==> config.mk <==
export PLATFORM = sky130hd
export DESIGN_NAME = clock_divider_sync_control
export DESIGN_NICKNAME = d
export VERILOG_FILES = /design/src/common/clkdiv_pkg.sv /design/src/hw/sync_stage.sv /design/src/hw/out_divider.sv /design/src/hw/clock_divider_sync_control.sv
export SDC_FILE = /design/constraint.sdc
export NUM_CORES = 1
export LEC_CHECK = 0
export BUFFER_PORTS_ARGS = -buffer_cell sky130_fd_sc_hd__buf_4
export CAP_MARGIN = 40
export CORE_MARGIN = 2
export CORE_UTILIZATION = 50
export CTS_BUF_LIST = sky130_fd_sc_hd__clkbuf_16
export CTS_CLUSTER_DIAMETER = 100
export DETAILED_ROUTE_END_ITERATION = 12
export PLACE_DENSITY = 0.7
export SLEW_MARGIN = 25
export SYNTH_ARGS = -nofsm -noshare
export SYNTH_HDL_FRONTEND = slang
export SYNTH_SLANG_ARGS = --single-unit
==> constraint.sdc <==
create_clock -name core_clk -period 3.25 [get_ports core_clk]
set_clock_uncertainty 0.1 [all_clocks]
set_input_delay 0.325 -clock core_clk [delete_from_list [all_inputs] [get_ports core_clk]]
set_output_delay 0.325 -clock core_clk [all_outputs]
set_load 0.02 [all_outputs]
==> src/common/clkdiv_pkg.sv <==
// Package: register map, field positions, reset values and timing for the divider control
package clkdiv_pkg;
  // Serial frame: 32 bits, data in [31:4], register address in [3:0]
  localparam int FRAME_BITS = 32;
  localparam logic [3:0] ADDR_SYNC_CTRL = 4'h3;
  localparam logic [3:0] ADDR_PAIR_DLY = 4'h4;
  localparam logic [3:0] ADDR_DIV_SEL = 4'h5;
  localparam logic [3:0] ADDR_LOCK = 4'hF;
  localparam logic [3:0] ADDR_LOCK_LIMIT = 4'h5;
  // Field positions in sync_and_delay_control
  localparam int POS_HALF_SHIFT = 10;
  localparam int POS_QUALIFY = 11;
  localparam int POS_POL_A = 14;
  localparam int POS_POL_B = 15;
  localparam int POS_MASK_LO = 16;
  localparam int POS_FAST_B = 24;
  localparam int POS_AUTO_A = 25;
  localparam int POS_AUTO_B = 26;
  // Field positions in pair_digital_delay
  localparam int POS_DDLY_LO = 4;
  // Field positions in divider_and_delay_select
  localparam int POS_DIV0_LO = 4;
  localparam int POS_DIV1_LO = 7;
  localparam int POS_DIV2_LO = 10;
  localparam int POS_ADLY12 = 13;
  localparam int POS_ADLY13 = 14;
  localparam int POS_PDIV_LO = 17;
  // Field position in write_lock_control
  localparam int POS_LOCK = 4;
  // Reset values
  localparam logic [31:0] RST_SYNC_CTRL = 32'h0000_0000;
  localparam logic [31:0] RST_PAIR_DLY = 32'h0000_0000;
  localparam logic [31:0] RST_DIV_SEL = 32'h0002_0000;
  localparam logic [31:0] RST_LOCK = 32'h0000_0000;
  // Delay and divide thresholds
  localparam logic [9:0] DDLY_MIN_CODE = 10'h005;
  localparam logic [9:0] DDLY_EXT_CODE = 10'h00D;
  localparam logic [10:0] PDIV_EXT_CODE = 11'h01A;
  localparam logic [10:0] PDIV_MAX_CODE = 11'h415;
  localparam logic [1:0] QUAL_ENABLED = 2'h3;
endpackage

==> src/hw/sync_stage.sv <==
// Three-stage synchroniser with agreement filter on the last two stages
`timescale 1ns/10ps
module sync_stage (
  input wire logic core_clk,
  input wire logic rst,
  input wire logic din,
  output logic dout
);
  // Shift chain; only stage two and three are compared
  typedef struct packed {
    logic [2:0] chain;
    logic level;
  } state_t;
  state_t cur;
  state_t next_cur;

  // Next state: shift and update level when stages agree
  always_comb begin
    next_cur = cur;
    next_cur.chain = {cur.chain[1:0], din};
    if (cur.chain[2] == cur.chain[1]) begin
      next_cur.level = cur.chain[2];
    end
  end

  // Register update
  always_ff @(posedge core_clk) begin
    if (rst) begin
      cur <= '0;
    end else begin
      cur <= next_cur;
    end
  end

  assign dout = cur.level;
endmodule

==> src/hw/out_divider.sv <==
// Output divider with 50 percent duty for odd and even values and sync hold
`timescale 1ns/10ps
module out_divider #(
  parameter int W = 11
) (
  input wire logic core_clk,
  input wire logic rst,
  input wire logic tick,
  input wire logic [W-1:0] divide,
  input wire logic hold,
  input wire logic [W-1:0] startDelay,
  input wire logic halfShift,
  output logic clkOut
);
  // Counts input ticks; phase output toggles at half points
  typedef struct packed {
    logic [W-1:0] count;
    logic [W-1:0] delayLeft;
    logic delaying;
    logic phase;
    logic held;
  } state_t;
  state_t cur;
  state_t next_cur;

  // Next state: hold low on sync, wait delay, then run
  always_comb begin
    next_cur = cur;
    if (hold) begin
      next_cur.count = '0;
      next_cur.phase = 1'b0;
      next_cur.held = 1'b1;
      next_cur.delayLeft = startDelay;
      next_cur.delaying = 1'b1;
    end else if (tick) begin
      next_cur.held = 1'b0;
      if (cur.delaying) begin
        // Half shift trims one tick, half an input period, from the start wait at once
        if (cur.delayLeft <= W'(halfShift) + W'(1)) begin
          next_cur.delaying = 1'b0;
        end else begin
          next_cur.delayLeft = cur.delayLeft - W'(1);
        end
      end else if (cur.count >= divide - W'(1)) begin
        // Ticks are input half periods, so toggling every divide ticks gives 50 percent
        next_cur.count = '0;
        next_cur.phase = ~cur.phase;
      end else begin
        next_cur.count = cur.count + W'(1);
      end
    end
  end

  // Register update
  always_ff @(posedge core_clk) begin
    if (rst) begin
      cur <= '0;
    end else begin
      cur <= next_cur;
    end
  end

  assign clkOut = cur.phase & ~cur.held;
endmodule

==> src/hw/clock_divider_sync_control.sv <==
// Serial-programmed divider, delay, sync and lock control for both output banks
`timescale 1ns/10ps
// Function
// - Half shift trims half period
// - Half shift acts immediately, no power change
// - Qualify code 3 syncs bank B; qualCode reads bit 11 twice, so bit 11 alone enables it
// - Qualified pulse fixed to output phase
// - Only pair 12-13 gets digital delay
// - Polarity bit chooses sync level, outputs low
// - Polarity toggle acts as sync edge
// - Mask bit keeps group running
// - Masked groups unaffected by sync
// - Masking keeps earlier alignment
// - Auto sync on delay/divider load
// - Internal sync at strobe fall
// - Delay applied only on unmasked sync
// - Delay cycles per code and divide
// - Delay code 13+ extended mode
// - Analog delay select and powerdown
// - Group divide code, zero is eight
// - Dividers give 50 percent duty
// - Pair divide 1-1045, 26+ extended; codes above 1045 are not clamped, 0 divides by 1
// - Lock blocks writes to 0-5
module clock_divider_sync_control (
  input wire logic core_clk,
  input wire logic rst,
  input wire logic serialClock,
  input wire logic serialData,
  input wire logic serial_load_strobe,
  input wire logic bank_a_sync_pin,
  input wire logic bank_b_sync_pin,
  input wire logic bank_a_input_clock,
  input wire logic bank_b_input_clock,
  output logic [11:0] bankAOut,
  output logic [1:0] pairOut,
  output logic pairExtendedMode,
  output logic analogDelayPower,
  output logic [1:0] analogDelayRoute,
  output logic [9:0] pairDelayCycles,
  output logic registersLocked
);
  // Control state in one struct, apart from the input clock edge registers clkAPrev and clkBPrev
  typedef struct packed {
    logic [31:0] frame;
    logic [31:0] syncCtrl;
    logic [31:0] pairDly;
    logic [31:0] divSel;
    logic [31:0] lockReg;
    logic sclkPrev;
    logic strobePrev;
    logic [1:0] polPrev;
    logic [1:0] pinPrev;
    logic pendA;
    logic pendB;
    logic [1:0] bankHold;
    logic pairQualWait;
    logic [9:0] appliedDelay;
    logic [3:0] aligned;
  } state_t;
  state_t cur;
  state_t next_cur;

  // Synchronised pin levels
  logic sclkS;
  logic dataS;
  logic strobeS;
  logic syncPinA;
  logic syncPinB;
  logic clkAS;
  logic clkBS;
  logic clkAPrev;
  logic clkBPrev;
  logic tickA;
  logic tickB;
  logic [3:0] mask;
  logic [1:0] polInv;
  logic [1:0] pinActive;
  logic [1:0] syncEdge;
  logic loadDone;
  logic [3:0] frameAddr;
  logic [27:0] frameData;
  logic writeOk;
  logic [1:0] qualCode;
  logic qualOn;
  logic [3:0] groupHold;
  logic [2:0] grpDiv [3];
  logic [10:0] pairDiv;
  logic [9:0] ddlyCode;
  logic [9:0] ddlyCycles;

  // Pin synchronisers, one per asynchronous input
  sync_stage u_sclk (.core_clk(core_clk), .rst(rst), .din(serialClock), .dout(sclkS));
  sync_stage u_data (.core_clk(core_clk), .rst(rst), .din(serialData), .dout(dataS));
  sync_stage u_le (.core_clk(core_clk), .rst(rst), .din(serial_load_strobe), .dout(strobeS));
  sync_stage u_spa (.core_clk(core_clk), .rst(rst), .din(bank_a_sync_pin), .dout(syncPinA));
  sync_stage u_spb (.core_clk(core_clk), .rst(rst), .din(bank_b_sync_pin), .dout(syncPinB));
  sync_stage u_cka (.core_clk(core_clk), .rst(rst), .din(bank_a_input_clock), .dout(clkAS));
  sync_stage u_ckb (.core_clk(core_clk), .rst(rst), .din(bank_b_input_clock), .dout(clkBS));

  // Input clock edges serve as divider ticks
  always_ff @(posedge core_clk) begin
    if (rst) begin
      clkAPrev <= 1'b0;
      clkBPrev <= 1'b0;
    end else begin
      clkAPrev <= clkAS;
      clkBPrev <= clkBS;
    end
  end
  // Both input edges tick, so odd divides keep a 50 percent duty
  assign tickA = clkAS ^ clkAPrev;
  assign tickB = clkBS ^ clkBPrev;

  // Field extraction
  assign mask = cur.syncCtrl[clkdiv_pkg::POS_MASK_LO +: 4];
  assign polInv = {cur.syncCtrl[clkdiv_pkg::POS_POL_B], cur.syncCtrl[clkdiv_pkg::POS_POL_A]};
  assign qualCode = {cur.syncCtrl[clkdiv_pkg::POS_QUALIFY], cur.syncCtrl[clkdiv_pkg::POS_QUALIFY]};
  assign qualOn = (qualCode == clkdiv_pkg::QUAL_ENABLED);
  assign pairDiv = cur.divSel[clkdiv_pkg::POS_PDIV_LO +: 11];
  assign ddlyCode = cur.pairDly[clkdiv_pkg::POS_DDLY_LO +: 10];
  assign frameAddr = cur.frame[3:0];
  assign frameData = cur.frame[31:4];
  assign loadDone = cur.strobePrev & ~strobeS;
  // Lock bit stops writes to addresses 0 to 5
  assign writeOk = ~(cur.lockReg[clkdiv_pkg::POS_LOCK] && frameAddr <= clkdiv_pkg::ADDR_LOCK_LIMIT);

  // Sync level per bank, inverted by polarity bit
  assign pinActive = {syncPinB ^ polInv[1], syncPinA ^ polInv[0]};
  // Rising active level, either from the pin or a polarity toggle
  assign syncEdge = pinActive & ~cur.pinPrev;

  // Delay cycles: 5 or 6 below code 6, code or code+1 above
  always_comb begin
    if (ddlyCode <= clkdiv_pkg::DDLY_MIN_CODE) begin
      ddlyCycles = clkdiv_pkg::DDLY_MIN_CODE + ((pairDiv > 11'h001) ? 10'h001 : 10'h000);
    end else begin
      ddlyCycles = ddlyCode + ((pairDiv > 11'h001) ? 10'h001 : 10'h000);
    end
  end

  // Next state: serial shift, register load, sync generation
  always_comb begin
    next_cur = cur;
    next_cur.sclkPrev = sclkS;
    next_cur.strobePrev = strobeS;
    next_cur.polPrev = polInv;
    next_cur.pinPrev = pinActive;
    // Consume pending syncs first, so a new request in the same cycle wins
    if (cur.pendA) begin
      next_cur.pendA = 1'b0;
    end
    // Qualified bank B release waits for output 12 low phase
    if (cur.pendB) begin
      if (!qualOn || !pairOut[0]) begin
        next_cur.pendB = 1'b0;
        next_cur.pairQualWait = 1'b0;
        // Delay latched only when pair is unmasked
        if (!mask[3]) begin
          next_cur.appliedDelay = ddlyCycles;
        end
      end else begin
        next_cur.pairQualWait = 1'b1;
      end
    end
    // Shift in on serial clock rising edge, MSB first
    if (sclkS && !cur.sclkPrev) begin
      next_cur.frame = {cur.frame[30:0], dataS};
    end
    // Register load on strobe fall
    if (loadDone && writeOk) begin
      case (frameAddr)
        clkdiv_pkg::ADDR_SYNC_CTRL: begin
          next_cur.syncCtrl = {frameData, 4'h0};
        end
        clkdiv_pkg::ADDR_PAIR_DLY: begin
          next_cur.pairDly = {frameData, 4'h0};
          // Auto sync of bank B, timed to strobe fall
          if (cur.syncCtrl[clkdiv_pkg::POS_AUTO_B]) begin
            next_cur.pendB = 1'b1;
          end
        end
        clkdiv_pkg::ADDR_DIV_SEL: begin
          next_cur.divSel = {frameData, 4'h0};
          // Divider load syncs both banks when auto is set
          if (cur.syncCtrl[clkdiv_pkg::POS_AUTO_A] || cur.syncCtrl[clkdiv_pkg::POS_AUTO_B]) begin
            next_cur.pendA = 1'b1;
            next_cur.pendB = 1'b1;
          end
        end
        clkdiv_pkg::ADDR_LOCK: begin
          next_cur.lockReg = {frameData, 4'h0};
        end
        default: begin
          next_cur.frame = cur.frame;
        end
      endcase
    end
    // External or toggle sync events; set wins over the clear above
    if (syncEdge[0]) begin
      next_cur.pendA = 1'b1;
    end
    if (syncEdge[1]) begin
      next_cur.pendB = 1'b1;
    end
    // Hold while sync level active, or one cycle when a pending sync is taken
    next_cur.bankHold[0] = pinActive[0] | (cur.pendA & ~cur.bankHold[0]);
    next_cur.bankHold[1] = pinActive[1] | (cur.pendB & ~cur.bankHold[1]);
    // Groups record alignment; masking later keeps it
    for (int g = 0; g < 4; g++) begin
      if ((g < 3 ? groupHold[g] : groupHold[3]) && !mask[g]) begin
        next_cur.aligned[g] = 1'b1;
      end
    end
  end

  // Register update
  always_ff @(posedge core_clk) begin
    if (rst) begin
      cur <= '0;
      cur.syncCtrl <= clkdiv_pkg::RST_SYNC_CTRL;
      cur.pairDly <= clkdiv_pkg::RST_PAIR_DLY;
      cur.divSel <= clkdiv_pkg::RST_DIV_SEL;
      cur.lockReg <= clkdiv_pkg::RST_LOCK;
    end else begin
      cur <= next_cur;
    end
  end

  // Masked groups ignore sync entirely
  assign groupHold[0] = cur.bankHold[0] & ~mask[0];
  assign groupHold[1] = cur.bankHold[0] & ~mask[1];
  assign groupHold[2] = cur.bankHold[0] & ~mask[2];
  assign groupHold[3] = cur.bankHold[1] & ~mask[3];

  // Bank A group dividers, code 0 divides by eight
  for (genvar g = 0; g < 3; g++) begin : gen_grp
    logic grpClk;
    assign grpDiv[g] = cur.divSel[clkdiv_pkg::POS_DIV0_LO + 3 * g +: 3];
    out_divider #(.W(4)) u_div (
      .core_clk(core_clk),
      .rst(rst),
      .tick(tickA),
      .divide((grpDiv[g] == 3'h0) ? 4'h8 : {1'b0, grpDiv[g]}),
      .hold(groupHold[g]),
      .startDelay(4'h0),
      .halfShift(1'b0),
      .clkOut(grpClk)
    );
    // No digital delay on bank A groups
    assign bankAOut[4*g +: 4] = {4{grpClk}};
  end

  // Pair divider, one instance drives both outputs together
  logic pairClk;
  out_divider #(.W(11)) u_pair (
    .core_clk(core_clk),
    .rst(rst),
    .tick(tickB),
    .divide((pairDiv == 11'h000) ? 11'h001 : pairDiv),
    .hold(groupHold[3]),
    .startDelay({1'b0, cur.appliedDelay}),
    .halfShift(cur.syncCtrl[clkdiv_pkg::POS_HALF_SHIFT]),
    .clkOut(pairClk)
  );
  assign pairOut = {2{pairClk}};

  // Extended mode from delay code or divide, never from half shift
  assign pairExtendedMode = (ddlyCode >= clkdiv_pkg::DDLY_EXT_CODE) ||
                            (pairDiv >= clkdiv_pkg::PDIV_EXT_CODE);
  // Analog delay routing and powerdown
  assign analogDelayRoute = {cur.divSel[clkdiv_pkg::POS_ADLY13], cur.divSel[clkdiv_pkg::POS_ADLY12]};
  assign analogDelayPower = |analogDelayRoute;
  assign pairDelayCycles = cur.appliedDelay;
  assign registersLocked = cur.lockReg[clkdiv_pkg::POS_LOCK];

  // Locked writes leave the delay register unchanged
  locked_write_a: assert property (@(posedge core_clk) disable iff (rst)
    (loadDone && cur.lockReg[clkdiv_pkg::POS_LOCK] && frameAddr == clkdiv_pkg::ADDR_PAIR_DLY)
    |=> $stable(cur.pairDly)) else $error("locked write changed register");
  // Masked pair group never holds
  mask_pair_a: assert property (@(posedge core_clk) disable iff (rst)
    mask[3] |-> !groupHold[3]) else $error("masked pair held");
  // Extended mode follows delay code
  ext_delay_a: assert property (@(posedge core_clk) disable iff (rst)
    (ddlyCode >= 10'd13) |-> pairExtendedMode) else $error("extended mode missing");
  // Analog block powered only when selected
  adly_power_a: assert property (@(posedge core_clk) disable iff (rst)
    analogDelayPower == (cur.divSel[13] | cur.divSel[14])) else $error("analog power wrong");
  // Auto sync on delay load raises bank B pending
  auto_sync_a: assert property (@(posedge core_clk) disable iff (rst)
    (loadDone && writeOk && frameAddr == clkdiv_pkg::ADDR_PAIR_DLY
     && cur.syncCtrl[clkdiv_pkg::POS_AUTO_B]) |=> cur.pendB) else $error("no auto sync");
  // Held pair group output stays low
  hold_low_a: assert property (@(posedge core_clk) disable iff (rst)
    groupHold[3] |=> !pairOut[0]) else $error("pair not low in sync");
  // Pair outputs identical
  pair_same_a: assert property (@(posedge core_clk) disable iff (rst)
    pairOut[0] == pairOut[1]) else $error("pair outputs differ");
  // Delay cycle mapping for short codes
  delay_map_a: assert property (@(posedge core_clk) disable iff (rst)
    (ddlyCode <= 10'd5 && pairDiv == 11'd1) |-> ddlyCycles == 10'd5) else $error("delay map");
endmodule

# Yosys cells after proc, flatten, opt, wreduce, memory -nomap -nowiden
# Index checks and enable logic that the tools add are counted.
[totals] regBits=250 out_inout_bits=29 elab_cells=227
[op_classes] add_sub_neg=15 order_cmp=13 n_eq_ne=14 n_mux=51 bitwise_logic=43 n_reduce_logical=42
[op_table] op="32-bit 2-to-1 mux" n=6
[op_table] op="160-bit 2-to-1 mux" n=1
[op_table] op="11-bit 2-to-1 mux" n=3
[op_table] op="3-bit AND reduction" n=10
[op_table] op="13-bit 2-to-1 mux" n=2
[op_table] op="4-bit 2-to-1 mux" n=6
[op_table] op="1-bit inverter" n=24
[op_table] op="4-bit by 1-bit subtractor with 4-bit output (second input constant)" n=6
[op_table] op="1-bit 2-to-1 mux" n=22
[op_table] op="11-bit by 1-bit subtractor with 11-bit output (second input constant)" n=2
[op_table] op="10-bit 2-to-1 mux" n=2
[op_table] op="3-bit 2-to-1 mux" n=6
[op_table] op="2-bit AND reduction" n=8
[op_table] op="4-bit by 1-bit adder with 4-bit output (second input constant)" n=3
[op_table] op="4-bit greater-or-equal comparator" n=3
[op_table] op="4-bit by 1-bit <= comparator with 1-bit output (second input constant)" n=3
[op_table] op="11-bit by 1-bit adder with 11-bit output (second input constant)" n=1
[op_table] op="1-bit bitwise AND" n=11
[op_table] op="11-bit greater-or-equal comparator" n=1
[op_table] op="11-bit by 5-bit greater-or-equal comparator with 1-bit output (second input constant)" n=1
[op_table] op="11-bit by 1-bit > comparator with 1-bit output (second input constant)" n=1
[op_table] op="11-bit by 2-bit <= comparator with 1-bit output" n=1
[op_table] op="11-bit zero test" n=1
[op_table] op="10-bit by 1-bit adder with 10-bit output" n=1
[op_table] op="25 further kinds" n=53

# Depth between registers and ports, before layout
# Gate-level depths: netlist of the first run.
[depth] word_depth=10 mapped_depth=15 ltp_nobuf=15

# Cells and area by module
# From an unflattened synthesis of the first run, not the netlist that was laid out.
[hier_totals] hier_cells=1007 area_unflattened_um2=8709.6
[by_module_without_submodules] module="clock_divider_sync_control" instances=1 cells_each=442 area_each_um2=3872.5 seq_area_each_um2=1821.7
[by_module_without_submodules] module="out_divider at gen_grp[0].u_div ..." instances=3 cells_each=98 area_each_um2=799.5 seq_area_each_um2=220.2
[by_module_without_submodules] module="out_divider at u_pair" instances=1 cells_each=201 area_each_um2=1650.3 seq_area_each_um2=500.5
[by_module_without_submodules] module="sync_stage" instances=7 cells_each=10 area_each_um2=112.6 seq_area_each_um2=80.1

# Worst setup path after synthesis of the first run
# OpenSTA, ideal clock, no wires.
[synth_timing] kind="flip-flop to flip-flop" from="register cur[79] (netlist bit)" to="register u_pair.cur[17] (netlist bit)" setup_ns=0.066 arrival_ns=3.233 path_slack_ns=-0.149 path_stages_with_launch=16 n_path_buf=0 synth_period_minus_slack_ns=3.399 cell_sequence="dfxtp_1 > or4_1 > nor3_1 > a21oi_1 > ha_1 > nand2_1 > or2_2 > nor4_1 > xnor2_1 > ha_1 > a21o_1 > a211oi_1 > o221ai_1 > o21ai_1 > o21ai_1 > nor2_1"
[synth_between] elab_chain_len=5
[synth_rtl] element="start, declared" line="clock_divider_sync_control.sv:60" text="state_t cur;"
[synth_rtl] element="start signal, assigned" line="clock_divider_sync_control.sv:225" text="cur <= next_cur;"
[synth_rtl] element="11-bit zero test" line="clock_divider_sync_control.sv:259" text=".divide((pairDiv == 11'h000) ? 11'h001 : pairDiv),"
[synth_rtl] element="11-bit 2-to-1 mux *" line="clock_divider_sync_control.sv:259"
[synth_rtl] element="11-bit by 1-bit subtractor with 11-bit output *" line="out_divider.sv:44" text="end else if (cur.count >= divide - W'(1)) begin"
[synth_rtl] element="11-bit greater-or-equal comparator *" line="out_divider.sv:44"
[synth_rtl] element="11-bit 2-to-1 mux *" line="out_divider.sv:44"
[synth_rtl] element="end signal, assigned" line="out_divider.sv:59" text="cur <= next_cur;"
[synth_rtl] element="end, declared" line="out_divider.sv:23" text="state_t cur;"
# Mark *: on every way between the ends. The rest lies on a longest branch, timed or not.
# A chain may end at the register's enable or synchronous reset.

# Worst setup path after layout of the first run
[layout_timing] from="register cur[82] (netlist bit)" to="register u_pair.cur[1] (netlist bit)"
[layout_between] elab_chain_len=5
[layout_rtl] element="11-bit zero test" line="clock_divider_sync_control.sv:259"
[layout_rtl] element="11-bit 2-to-1 mux *" line="clock_divider_sync_control.sv:259"
[layout_rtl] element="11-bit by 1-bit subtractor with 11-bit output *" line="out_divider.sv:44"
[layout_rtl] element="11-bit greater-or-equal comparator *" line="out_divider.sv:44"
[layout_rtl] element="3-bit AND reduction (no line) *"
# Marks and branches as above.

==> results.txt, run 1 <==
Leading area contributor after synthesis = dfxtp_1
Clock-pin slew of the registers on the worst-case setup and hold paths = 0.06 ns
DP Area = 8290 sq um
Core box area = 15,300 sq um
1st-pass router iterations = 4
Slew @ Worst Pin = 0.593 ns
Number of enable flip-flop cells after synthesis = 0
Hold endpoint = u_le.cur[1]
Pwr Total = 0.00451 W
Critical Path Source Type = flip-flop
Worst r2r src = cur[82]
Ys async rst share = 0%
Post-Synth Simple-Gate Area = 20.3%
Pwr per Cell Area = 494 nW/um^2
Total Wirelength = 14,500 um
Commonest cells after routing, fill and taps aside = 176 x dfxtp_1, 130 x nor2_1, 82 x nand2_1, 59 x buf_4
Library cells used by synthesis = 50
Count of filler cells inserted in the layout = 1,371
Total grt overflow = 0
Crit path kind = flip-flop to flip-flop
Commonest non-fill, non-tap cell in the layout = dfxtp_1
Syn avg cell area = 8.99 sq um
RSZ-0062 raised after global routing = true
Post-Synth Adder-Cell Area = 6.67%
P&R area growth vs syn = 16.0%
HP Class = input port to flip-flop
FMAX = 0.302 GHz
# nets final = 957
H-tree depth = 4
Clock buffer depth = 2
Post-route antenna net violation count = 0
CP Data Required Time = 3.51 ns
Failing checks = setup timing
Cell Area, Synth = 7880 sq um
CTS Sinks = 177
Max rail drop VDD = 0.413 mV
Synth warn = 0
I/O Buffers = 37
Synth top area cells = dfxtp_1 45%, ha_1 6.7%, mux2i_1 6.5%
Worst r2r path cells = 15
Seq/Total Area, Yosys = 45.0%
WP data arrival = 3.57 ns
CP endpoint kind = flip-flop
Leakage power total = 3.84 nW
Slew Viols, Final = 0
Final-report hold violation count = 0
Die area = 16,800 sq um
Share of cells above drive strength 1 = 13.0%
XOR/XNOR Fraction of Synth Area = 6.78%
Max-cap violations = 0
DP HPWL = 9780 um
# DRC = 0
Largest net degree at the start of global routing = 58
Yosys reg bits = 177
First-pass GRT wire length = 24,400 um
# rows = 45
Wire per inst = 12.9 um
Max Fanout on Critical Path = 7
Fin worst setup slack = -0.0570 ns
Proportion of synthesized area in mux cells = 6.81%
Placer Congestion = 0.788
Hold depth = 2
Initial DRC Count = 349
Starting Density = 51.4%
Cells after synthesis = 876
IO Pins = 38
Slew HR = 60.5%
Initial antenna violation count = 0
Die Width = 130 um
Chip height = 130 um
Post-layout min period = 3.31 ns
Drt via density = 5.04
CTS Buf Count = 17
Compound-gate portion of the synthesized area = 9.02%
Root Driver = clkbuf_16
Clock network latency to the later pin of the worst-skew pair = 0.43 ns
Outcome = complete, but fails checks
CTS tree = yes
Number of global-route vias before repair = 5,190
Finished Cell Area = 9140 sq um
Reg2reg setup slack = -0.06 ns
Largest family of logic cells by synthesized area = simple AND/OR/NAND/NOR gates
DR vias = 5,695
Final period util = 102%
Worst hold start = serial_load_strobe
Synth Flop Type = dfxtp_1
Yosys top cell area share = 45.0%
Final core occ = 59.7%
Antenna diodes = 0
Worst reg2reg endpoint = u_pair.cur[1]
Final setup viols = 2
GRT Util Overall = 18.1%
-- worst max path at each step --
| stage | startpoint | to | slack, ns | cells after the start |
|---|---|---|---|---|
| floorplan | cur[79] | u_pair.cur[1] | 0.02 | 14 |
| global placement | cur[79] | u_pair.cur[16] | -0.08 | 15 |
| detailed placement | cur[79] | u_pair.cur[24] | -0.14 | 15 |
| CTS | cur[79] | u_pair.cur[16] | 0.005 | 16 |
| global route | cur[82] | u_pair.cur[1] | -0.19 | 15 |
| finish | cur[82] | u_pair.cur[1] | -0.06 | 15 |
-- power by group --
group	leakage [nW]	switching (W)	total, W	internal, W
logic	2.09	0.0000472	0.0000765	0.0000292
registers	1.43	0.00000497	0.00219	0.00218
clock network	0.326	0.000825	0.00225	0.00143
-- state kept, by name (all words and copies together) (netlist names), 2 cells and up --
signal / flops
u_le.cur: 3
u_data.cur: 3
cur: 76
u_cka.cur: 3
u_spa.cur: 3
gen_grp.u_div.cur: 33
analogDelayRoute: 2
u_ckb.cur: 3
u_spb.cur: 3
u_pair.cur: 25
u_sclk.cur: 3
pairDelayCycles: 10
-- logic make-up (layout without fill, tap and decap cells) --
kind of cell	Yosys count	in the layout
multiplexers	53	53
AND/OR/NAND/NOR	338	338
flip-flops	177	177
adder cells (fa/ha/maj)	42	42
AO/OA/AOI/OAI	118	118
XOR/XNOR	61	61
buffers and inverters	86	126
other	1	3
-- through the flow --
step           setup WS [ns]  hold WS (ns)  instances  TNS, ns
2_1_floorplan         0.0156         0.302        878        0
3_3_place_gp         -0.0751         0.310       1086   -0.693
3_5_place_dp          -0.143         0.313       1087    -1.28
4_1_cts              0.00485       0.00210       1124        0
5_1_grt               -0.186        0.0185       1129    -1.62
6_report             -0.0570        0.0159       1129  -0.0956
-- synth_stat cells, types with 3 or more instances --
cell / n
a21oi_1: 53
nor4_1: 8
clkbuf_1: 29
a211oi_1: 21
inv_1: 25
buf_2: 5
nand3b_1: 3
nand2b_1: 19
a21o_1: 5
nand2_1: 83
or4_1: 4
nand4_1: 8
ha_1: 42
or3_1: 5
nor2_1: 131
o21ai_0: 21
buf_4: 26
nor2b_1: 33
nor3_1: 13
xnor2_1: 36
mux2i_1: 51
nand3_1: 13
xor2_1: 25
and3_1: 4
o211ai_1: 5
dfxtp_1: 177
a211o_1: 3
-- cell type report --
class	instances	area [sq um]	share of cell area (%)
well taps	211	264	2.89
multi-input cells	615	4020	44.0
clock inverters	14	224	2.45
inverters	25	93.8	1.03
repair buffers	70	568	6.21
flip-flops and latches	177	3540	38.8
clock buffers	17	425	4.65
-- critical path, stage by stage, from the launching register on --
cell and delay (ns):
dfxtp_2 0.31, or4_4 0.55, nor3_4 0.17, a21oi_2 0.09
ha_2 0.22, nand2_2 0.07, or2_4 0.13, nor2_2 0.04
xnor2_1 0.13, ha_1 0.31, nand3_2 0.12, nor4_4 0.35
o21ai_2 0.08, buf_6 0.14, or3_4 0.33, a21oi_2 0.11
-- metal layers --
| metal | vias up | share of wire, % | GRT usage, % |
|---|---|---|---|
| li1 | 2984 | - | - |
| met1 | 2639 | 49 | 24.3 |
| met2 | 57 | 48 | 29.0 |
| met3 | 15 | 2.6 | 4.58 |
| met4 | 0 | 1.1 | 5.12 |
| met5 | - | 0 | 0 |
-- what timing repair did --
| item | CTS | global route |
|---|---|---|
| buffers inserted | 1 | 3 |
| endpoints found under the hold margin | 5 | 1 |
| resized for setup | 7 | 15 |
| pin swaps | 3 | 24 |
| endpoints found under the setup margin | 12 | 12 |
| hold buffers | 5 | 1 |
Power figures use the tool's default switching activity.
==> inputs of run 2 (changes only) <==
- ABC_AREA: unset -> 0
- RECOVER_POWER: unset -> 50
==> run 2 against run 1 <==
- the run ends with capacitance limit, slew limit, setup timing left
- worst setup slack gained 0.0035 ns
- maximum frequency grew 0.11%
- critical path depth is the same
- design area shrank 1.5%
- critical path type unchanged
- critical endpoint unchanged
- largest cell class unchanged
- largest power group unchanged
- highest routed layer unchanged
==> results.txt, run 2 (synthesized netlist as in run 1, its figures left out) <==
Die Width = 130 um
Post-layout min period = 3.30 ns
Slew HR = -39.7%
Initial DRC Count = 338
WP data arrival = 3.56 ns
Met3 GRT Util = 4.58%
Clock-pin slew of the registers on the worst-case setup and hold paths = 0.06 ns
CTS Buf Count = 17
IO Pins = 38
Met2 usage = 29.0%
Largest net degree at the start of global routing = 58
CP most frequent cell = a21oi_2
Commonest cells after routing, fill and taps aside = 176 x dfxtp_1, 130 x nor2_1, 82 x nand2_1, 51 x a21oi_1, 51 x mux2i_1
Final setup viols = 2
Worst r2r src = cur[82]
Met1 Use GR = 24.3%
Final-report hold violation count = 0
CP endpoint kind = flip-flop
Worst hold start = serial_load_strobe
Max rail drop VDD = 0.413 mV
FMAX = 0.303 GHz
Critical Path Source Type = flip-flop
Clock network latency to the later pin of the worst-skew pair = 0.43 ns
1st-pass router iterations = 5
Drt via density = 5.03
# rows = 45
Crit path kind = flip-flop to flip-flop
H-tree depth = 4
# nets final = 957
Finished Cell Area = 9000 sq um
RSZ-0062 raised after global routing = true
# DRC = 0
Fin worst setup slack = -0.0535 ns
CTS tree = yes
P&R area growth vs syn = 14.2%
Slowest CP cell = or4_4
Total grt overflow = 0
Outcome = complete, but fails checks
Final core occ = 58.8%
Starting Density = 51.4%
I/O Buffers = 37
Failing checks = capacitance limit, slew limit, setup timing
Commonest non-fill, non-tap cell in the layout = dfxtp_1
DR vias = 5,682
Die area = 16,800 sq um
Slew Viols, Final = 52
Root Driver = clkbuf_16
Antenna diodes = 0
Chip height = 130 um
Worst Setup SP = cur[82]
Number of global-route vias before repair = 5,190
Slew @ Worst Pin = 2.10 ns
Post-route antenna net violation count = 0
Max FFs per register = 76
Clock buffer depth = 2
Biggest regs = cur: 76 flops, gen_grp.u_div.cur: 33 flops, u_pair.cur: 25 flops
Worst Setup Slack post-DPL = -0.143 ns
Layer with the highest usage = met2
Final period util = 102%
Share of cells above drive strength 1 = 9.37%
Core box area = 15,300 sq um
HP Class = input port to flip-flop
Placer Congestion = 0.788
CP Data Required Time = 3.51 ns
First-pass GRT wire length = 24,400 um
Max-cap violations = 2
Max Fanout on Critical Path = 7
GRT Util Overall = 18.1%
Max stage delay on crit path = 0.55 ns
Worst-path cell chain = or4_4 -> nor3_4 -> a21oi_2 -> ha_2 -> nand2_2 -> or2_4 -> nor2_2 -> xnor2_1 -> ha_1 -> nand3_2 -> nor4_4 -> o21ai_2 -> buf_6 -> or3_4 -> a21oi_2
Initial antenna violation count = 0
DP Area = 8290 sq um
Top reg by flops = cur
Total Wirelength = 14,600 um
DP HPWL = 9780 um
Wire per inst = 12.9 um
CTS Sinks = 177
Pwr per Cell Area = 501 nW/um^2
Leakage power total = 3.70 nW
-- run 2: changes by cell type in the layout (fill, tap and decap cells not counted), sizes merged --
cell,before,now
buf,64,31
clkbuf,17,50
-- run 2: per-stage QoR --
step / instances / hold WS (ns) / power [W] / TNS, ns
floorplan: 878 / 0.302 / 0.00228 / 0
global placement: 1086 / 0.310 / 0.00231 / -0.693
detailed placement: 1087 / 0.313 / 0.00231 / -1.28
CTS: 1124 / 0.00210 / 0.00456 / 0
global route: 1129 / 0.0185 / 0.00465 / -1.62
finish: 1129 / 0.0152 / 0.00451 / -0.0893
-- run 2: final timing paths --
path	end	slack (ns)	cells past startpoint
setup reg to reg	u_pair.cur[1]	-0.05	15
hold reg to reg	cur[18]	0.32	1
hold / removal	u_le.cur[1]	0.02	2
setup / recovery	u_pair.cur[1]	-0.05	15
-- run 2: timing repair --
item,CTS,global route
setup endpoints to repair,12,12
hold endpoints to repair,5,1
pin swaps,3,24
resized for setup,7,15
buffers inserted,1,3
hold buffers,5,1
-- run 2: cell type report --
type / count / area, sq um
clock buffers: 17 / 425
clock inverters: 14 / 224
repair buffers: 70 / 428
inverters: 25 / 93.8
flip-flops and latches: 177 / 3540
multi-input cells: 615 / 4020
fillers: 1410 / 6310
well taps: 211 / 264
-- run 2: report_power, final --
group	switching, W	internal, W	total (W)
clock network	0.000825	0.00143	0.00225
logic	0.0000471	0.0000264	0.0000735
registers	0.00000497	0.00218	0.00219
total	0.000877	0.00363	0.00451
-- run 2: layer usage --
layer  vias to the layer above  share of wire [%]
li1                       2982                  -
met1                      2645                 49
met2                        41                 47
met3                        14                2.3
met4                         0                1.1
met5                         -                  0
-- run 2: worst max-delay path: cells and delay by family (launching register included) --
family,cells,cell delay [ns]
compound gates,3,0.28
xor+xnor,1,0.13
fa+ha+maj,2,0.53
buf+inv,1,0.14
flops,1,0.31
simple gates,8,1.75
==> inputs of run 3 (changes only) <==
- PLACE_DENSITY: 0.7 -> 0.67
- clock period: 3.25 -> 4.3 ns (I/O delays scaled with it)
==> run 3 against run 2 <==
- the run ends with capacitance limit, slew limit left
- critical path depth unchanged
- critical path type unchanged
- design area decreased by 4.1%
- hold slack improved by 0.10 ns
- die area unchanged
- total power decreased by 28%
- final cell count decreased by 2.0%
- first-iteration DRC count increased by 12%
- global-route usage decreased by 0.68 points
- via count decreased by 1.7%
==> results.txt, run 3 (synthesized netlist as in run 1, its figures left out) <==
Worst-path cell chain = or4_1 -> nor3_1 -> a21oi_1 -> ha_1 -> nand2_1 -> or2_2 -> nor4_1 -> xnor2_1 -> ha_1 -> a21o_1 -> a211oi_1 -> o221ai_1 -> o21ai_2 -> o21ai_1 -> nor2_1
Chip height = 130 um
# nets final = 933
Slew Viols, Final = 125
CP most frequent cell = ha_1
Worst reg2reg endpoint = u_pair.cur[22]
Crit path kind = flip-flop to flip-flop
Hold depth = 2
RSZ-0062 raised after global routing = false
Final-report hold violation count = 0
Clock-pin slew of the registers on the worst-case setup and hold paths = 0.06 ns
Initial antenna violation count = 0
Max Fanout on Critical Path = 8
Final core occ = 56.4%
P&R area growth vs syn = 9.59%
First-pass GRT wire length = 23,600 um
Worst r2r src = cur[79]
Die Width = 130 um
Cells after DPL = 1,072
CP Data Required Time = 4.55 ns
Worst r2r path cells = 15
Largest net degree at the start of global routing = 67
Placer Congestion = 0.779
DP HPWL = 9640 um
Die area = 16,800 sq um
WP data arrival = 4.17 ns
Max-cap violations = 2
CTS Buf Count = 17
Number of global-route vias before repair = 5,055
Final setup viols = 0
Core box area = 15,300 sq um
Finished Layout Cells = 1,106
Hold endpoint = u_le.cur[1]
Number of post-CTS setup repair buffers = 0
Max stage delay on crit path = 0.61 ns
Reg2reg setup slack = 0.38 ns
Total grt overflow = 0
Pwr per Cell Area = 378 nW/um^2
Post-layout min period = 3.92 ns
Slew @ Worst Pin = 2.75 ns
GRT Util Overall = 17.4%
CP endpoint kind = flip-flop
1st-pass router iterations = 5
Antenna diodes = 0
Clock buffer depth = 2
Slew HR = -83.5%
Biggest regs = cur: 76 flops, gen_grp.u_div.cur: 33 flops, u_pair.cur: 25 flops
Max FFs per register = 76
I/O Buffers = 37
H-tree depth = 4
Commonest non-fill, non-tap cell in the layout = dfxtp_1
# rows = 45
Leakage power total = 3.52 nW
Final period util = 91.2%
Slowest CP cell = or4_1
CTS Sinks = 177
Share of cells above drive strength 1 = 5.81%
Root Driver = clkbuf_16
Wire length on met2 = 6360 um
Wire per inst = 12.6 um
DR vias = 5,586
Total Wirelength = 13,900 um
Clock network latency to the later pin of the worst-skew pair = 0.43 ns
Setup TNS Final = 0 ns
Worst Setup Slack post-DPL = 0.391 ns
Fin worst setup slack = 0.376 ns
Detail Route met3 WL = 426 um
Post-route antenna net violation count = 0
Starting Density = 51.4%
Outcome = complete, but fails checks
Initial DRC Count = 377
Max rail drop VDD = 0.284 mV
IO Pins = 38
HP Class = input port to flip-flop
FMAX = 0.255 GHz
CTS tree = yes
# DRC = 0
Failing checks = capacitance limit, slew limit
DR top layer = met4
Commonest cells after routing, fill and taps aside = 177 x dfxtp_1, 131 x nor2_1, 83 x nand2_1, 53 x a21oi_1, 51 x mux2i_1
Critical Path Source Type = flip-flop
Drt via density = 5.05
WL met1 = 7030 um
Worst hold start = serial_load_strobe
Top reg by flops = cur
run 3: cell count changes in the layout (fill, tap and decap cells not counted), sizes merged:
cell         change
clkinv           +5
buf             -19
clkbuf           +1
clkinvlp         +1
bufinv           -2
dlygate4sd3      -6
inv              -3
run 3: cell type report:
cell class,count,area [sq um]
clock inverter,15,174
tap,211,264
multi-input combinational,615,3910
clock buffer,17,425
timing repair buffer,46,225
fill,1469,6680
sequential,177,3540
inverter,25,93.8
run 3: per-stage QoR:
step | power, W | cell area (sq um) | hold WS [ns]
after CTS | 0.00330 | 8750 | 0.106
after detailed placement | 0.00174 | 8150 | 0.320
after floorplan | 0.00173 | 7890 | 0.302
after global routing | 0.00337 | 8630 | 0.118
after global placement | 0.00174 | 8130 | 0.315
final | 0.00327 | 8630 | 0.117
run 3: worst max path at each step:
stage / from / end / slack, ns / cells past startpoint
final: cur[79] / u_pair.cur[22] / 0.38 / 15
after global routing: cur[79] / u_pair.cur[19] / 0.1 / 14
after CTS: cur[79] / u_pair.cur[22] / 0.36 / 15
after detailed placement: cur[79] / u_pair.cur[19] / 0.39 / 15
after global placement: cur[79] / u_pair.cur[24] / 0.45 / 15
after floorplan: cur[79] / u_pair.cur[17] / 0.90 / 15
run 3: per-layer routing:
metal,up-vias,track usage (%)
met5,-,0
met4,0,5.57
met3,9,4.05
met2,62,27.1
met1,2575,24.1
li1,2940,-
run 3: worst max-delay path: cells and delay by family, from the launching register on:
family / cells / cell delay, ns
adder cells (fa/ha/maj): 2 / 0.46
flip-flops: 1 / 0.36
XOR/XNOR: 1 / 0.14
AO/OA/AOI/OAI: 6 / 1.40
AND/OR/NAND/NOR: 6 / 1.38
run 3: what timing repair did:
item                                    in CTS  in global routing
resized for setup                            0                  1
hold buffers                                 0                  0
endpoints found under the setup margin       0                  1
run 3: power by group:
group | total, W | internal (W) | switching, W
sequential | 0.00165 | 0.00165 | 0.00000387
combinational | 0.0000506 | 0.0000152 | 0.0000354
clock | 0.00156 | 0.000957 | 0.000606
total | 0.00327 | 0.00262 | 0.000645
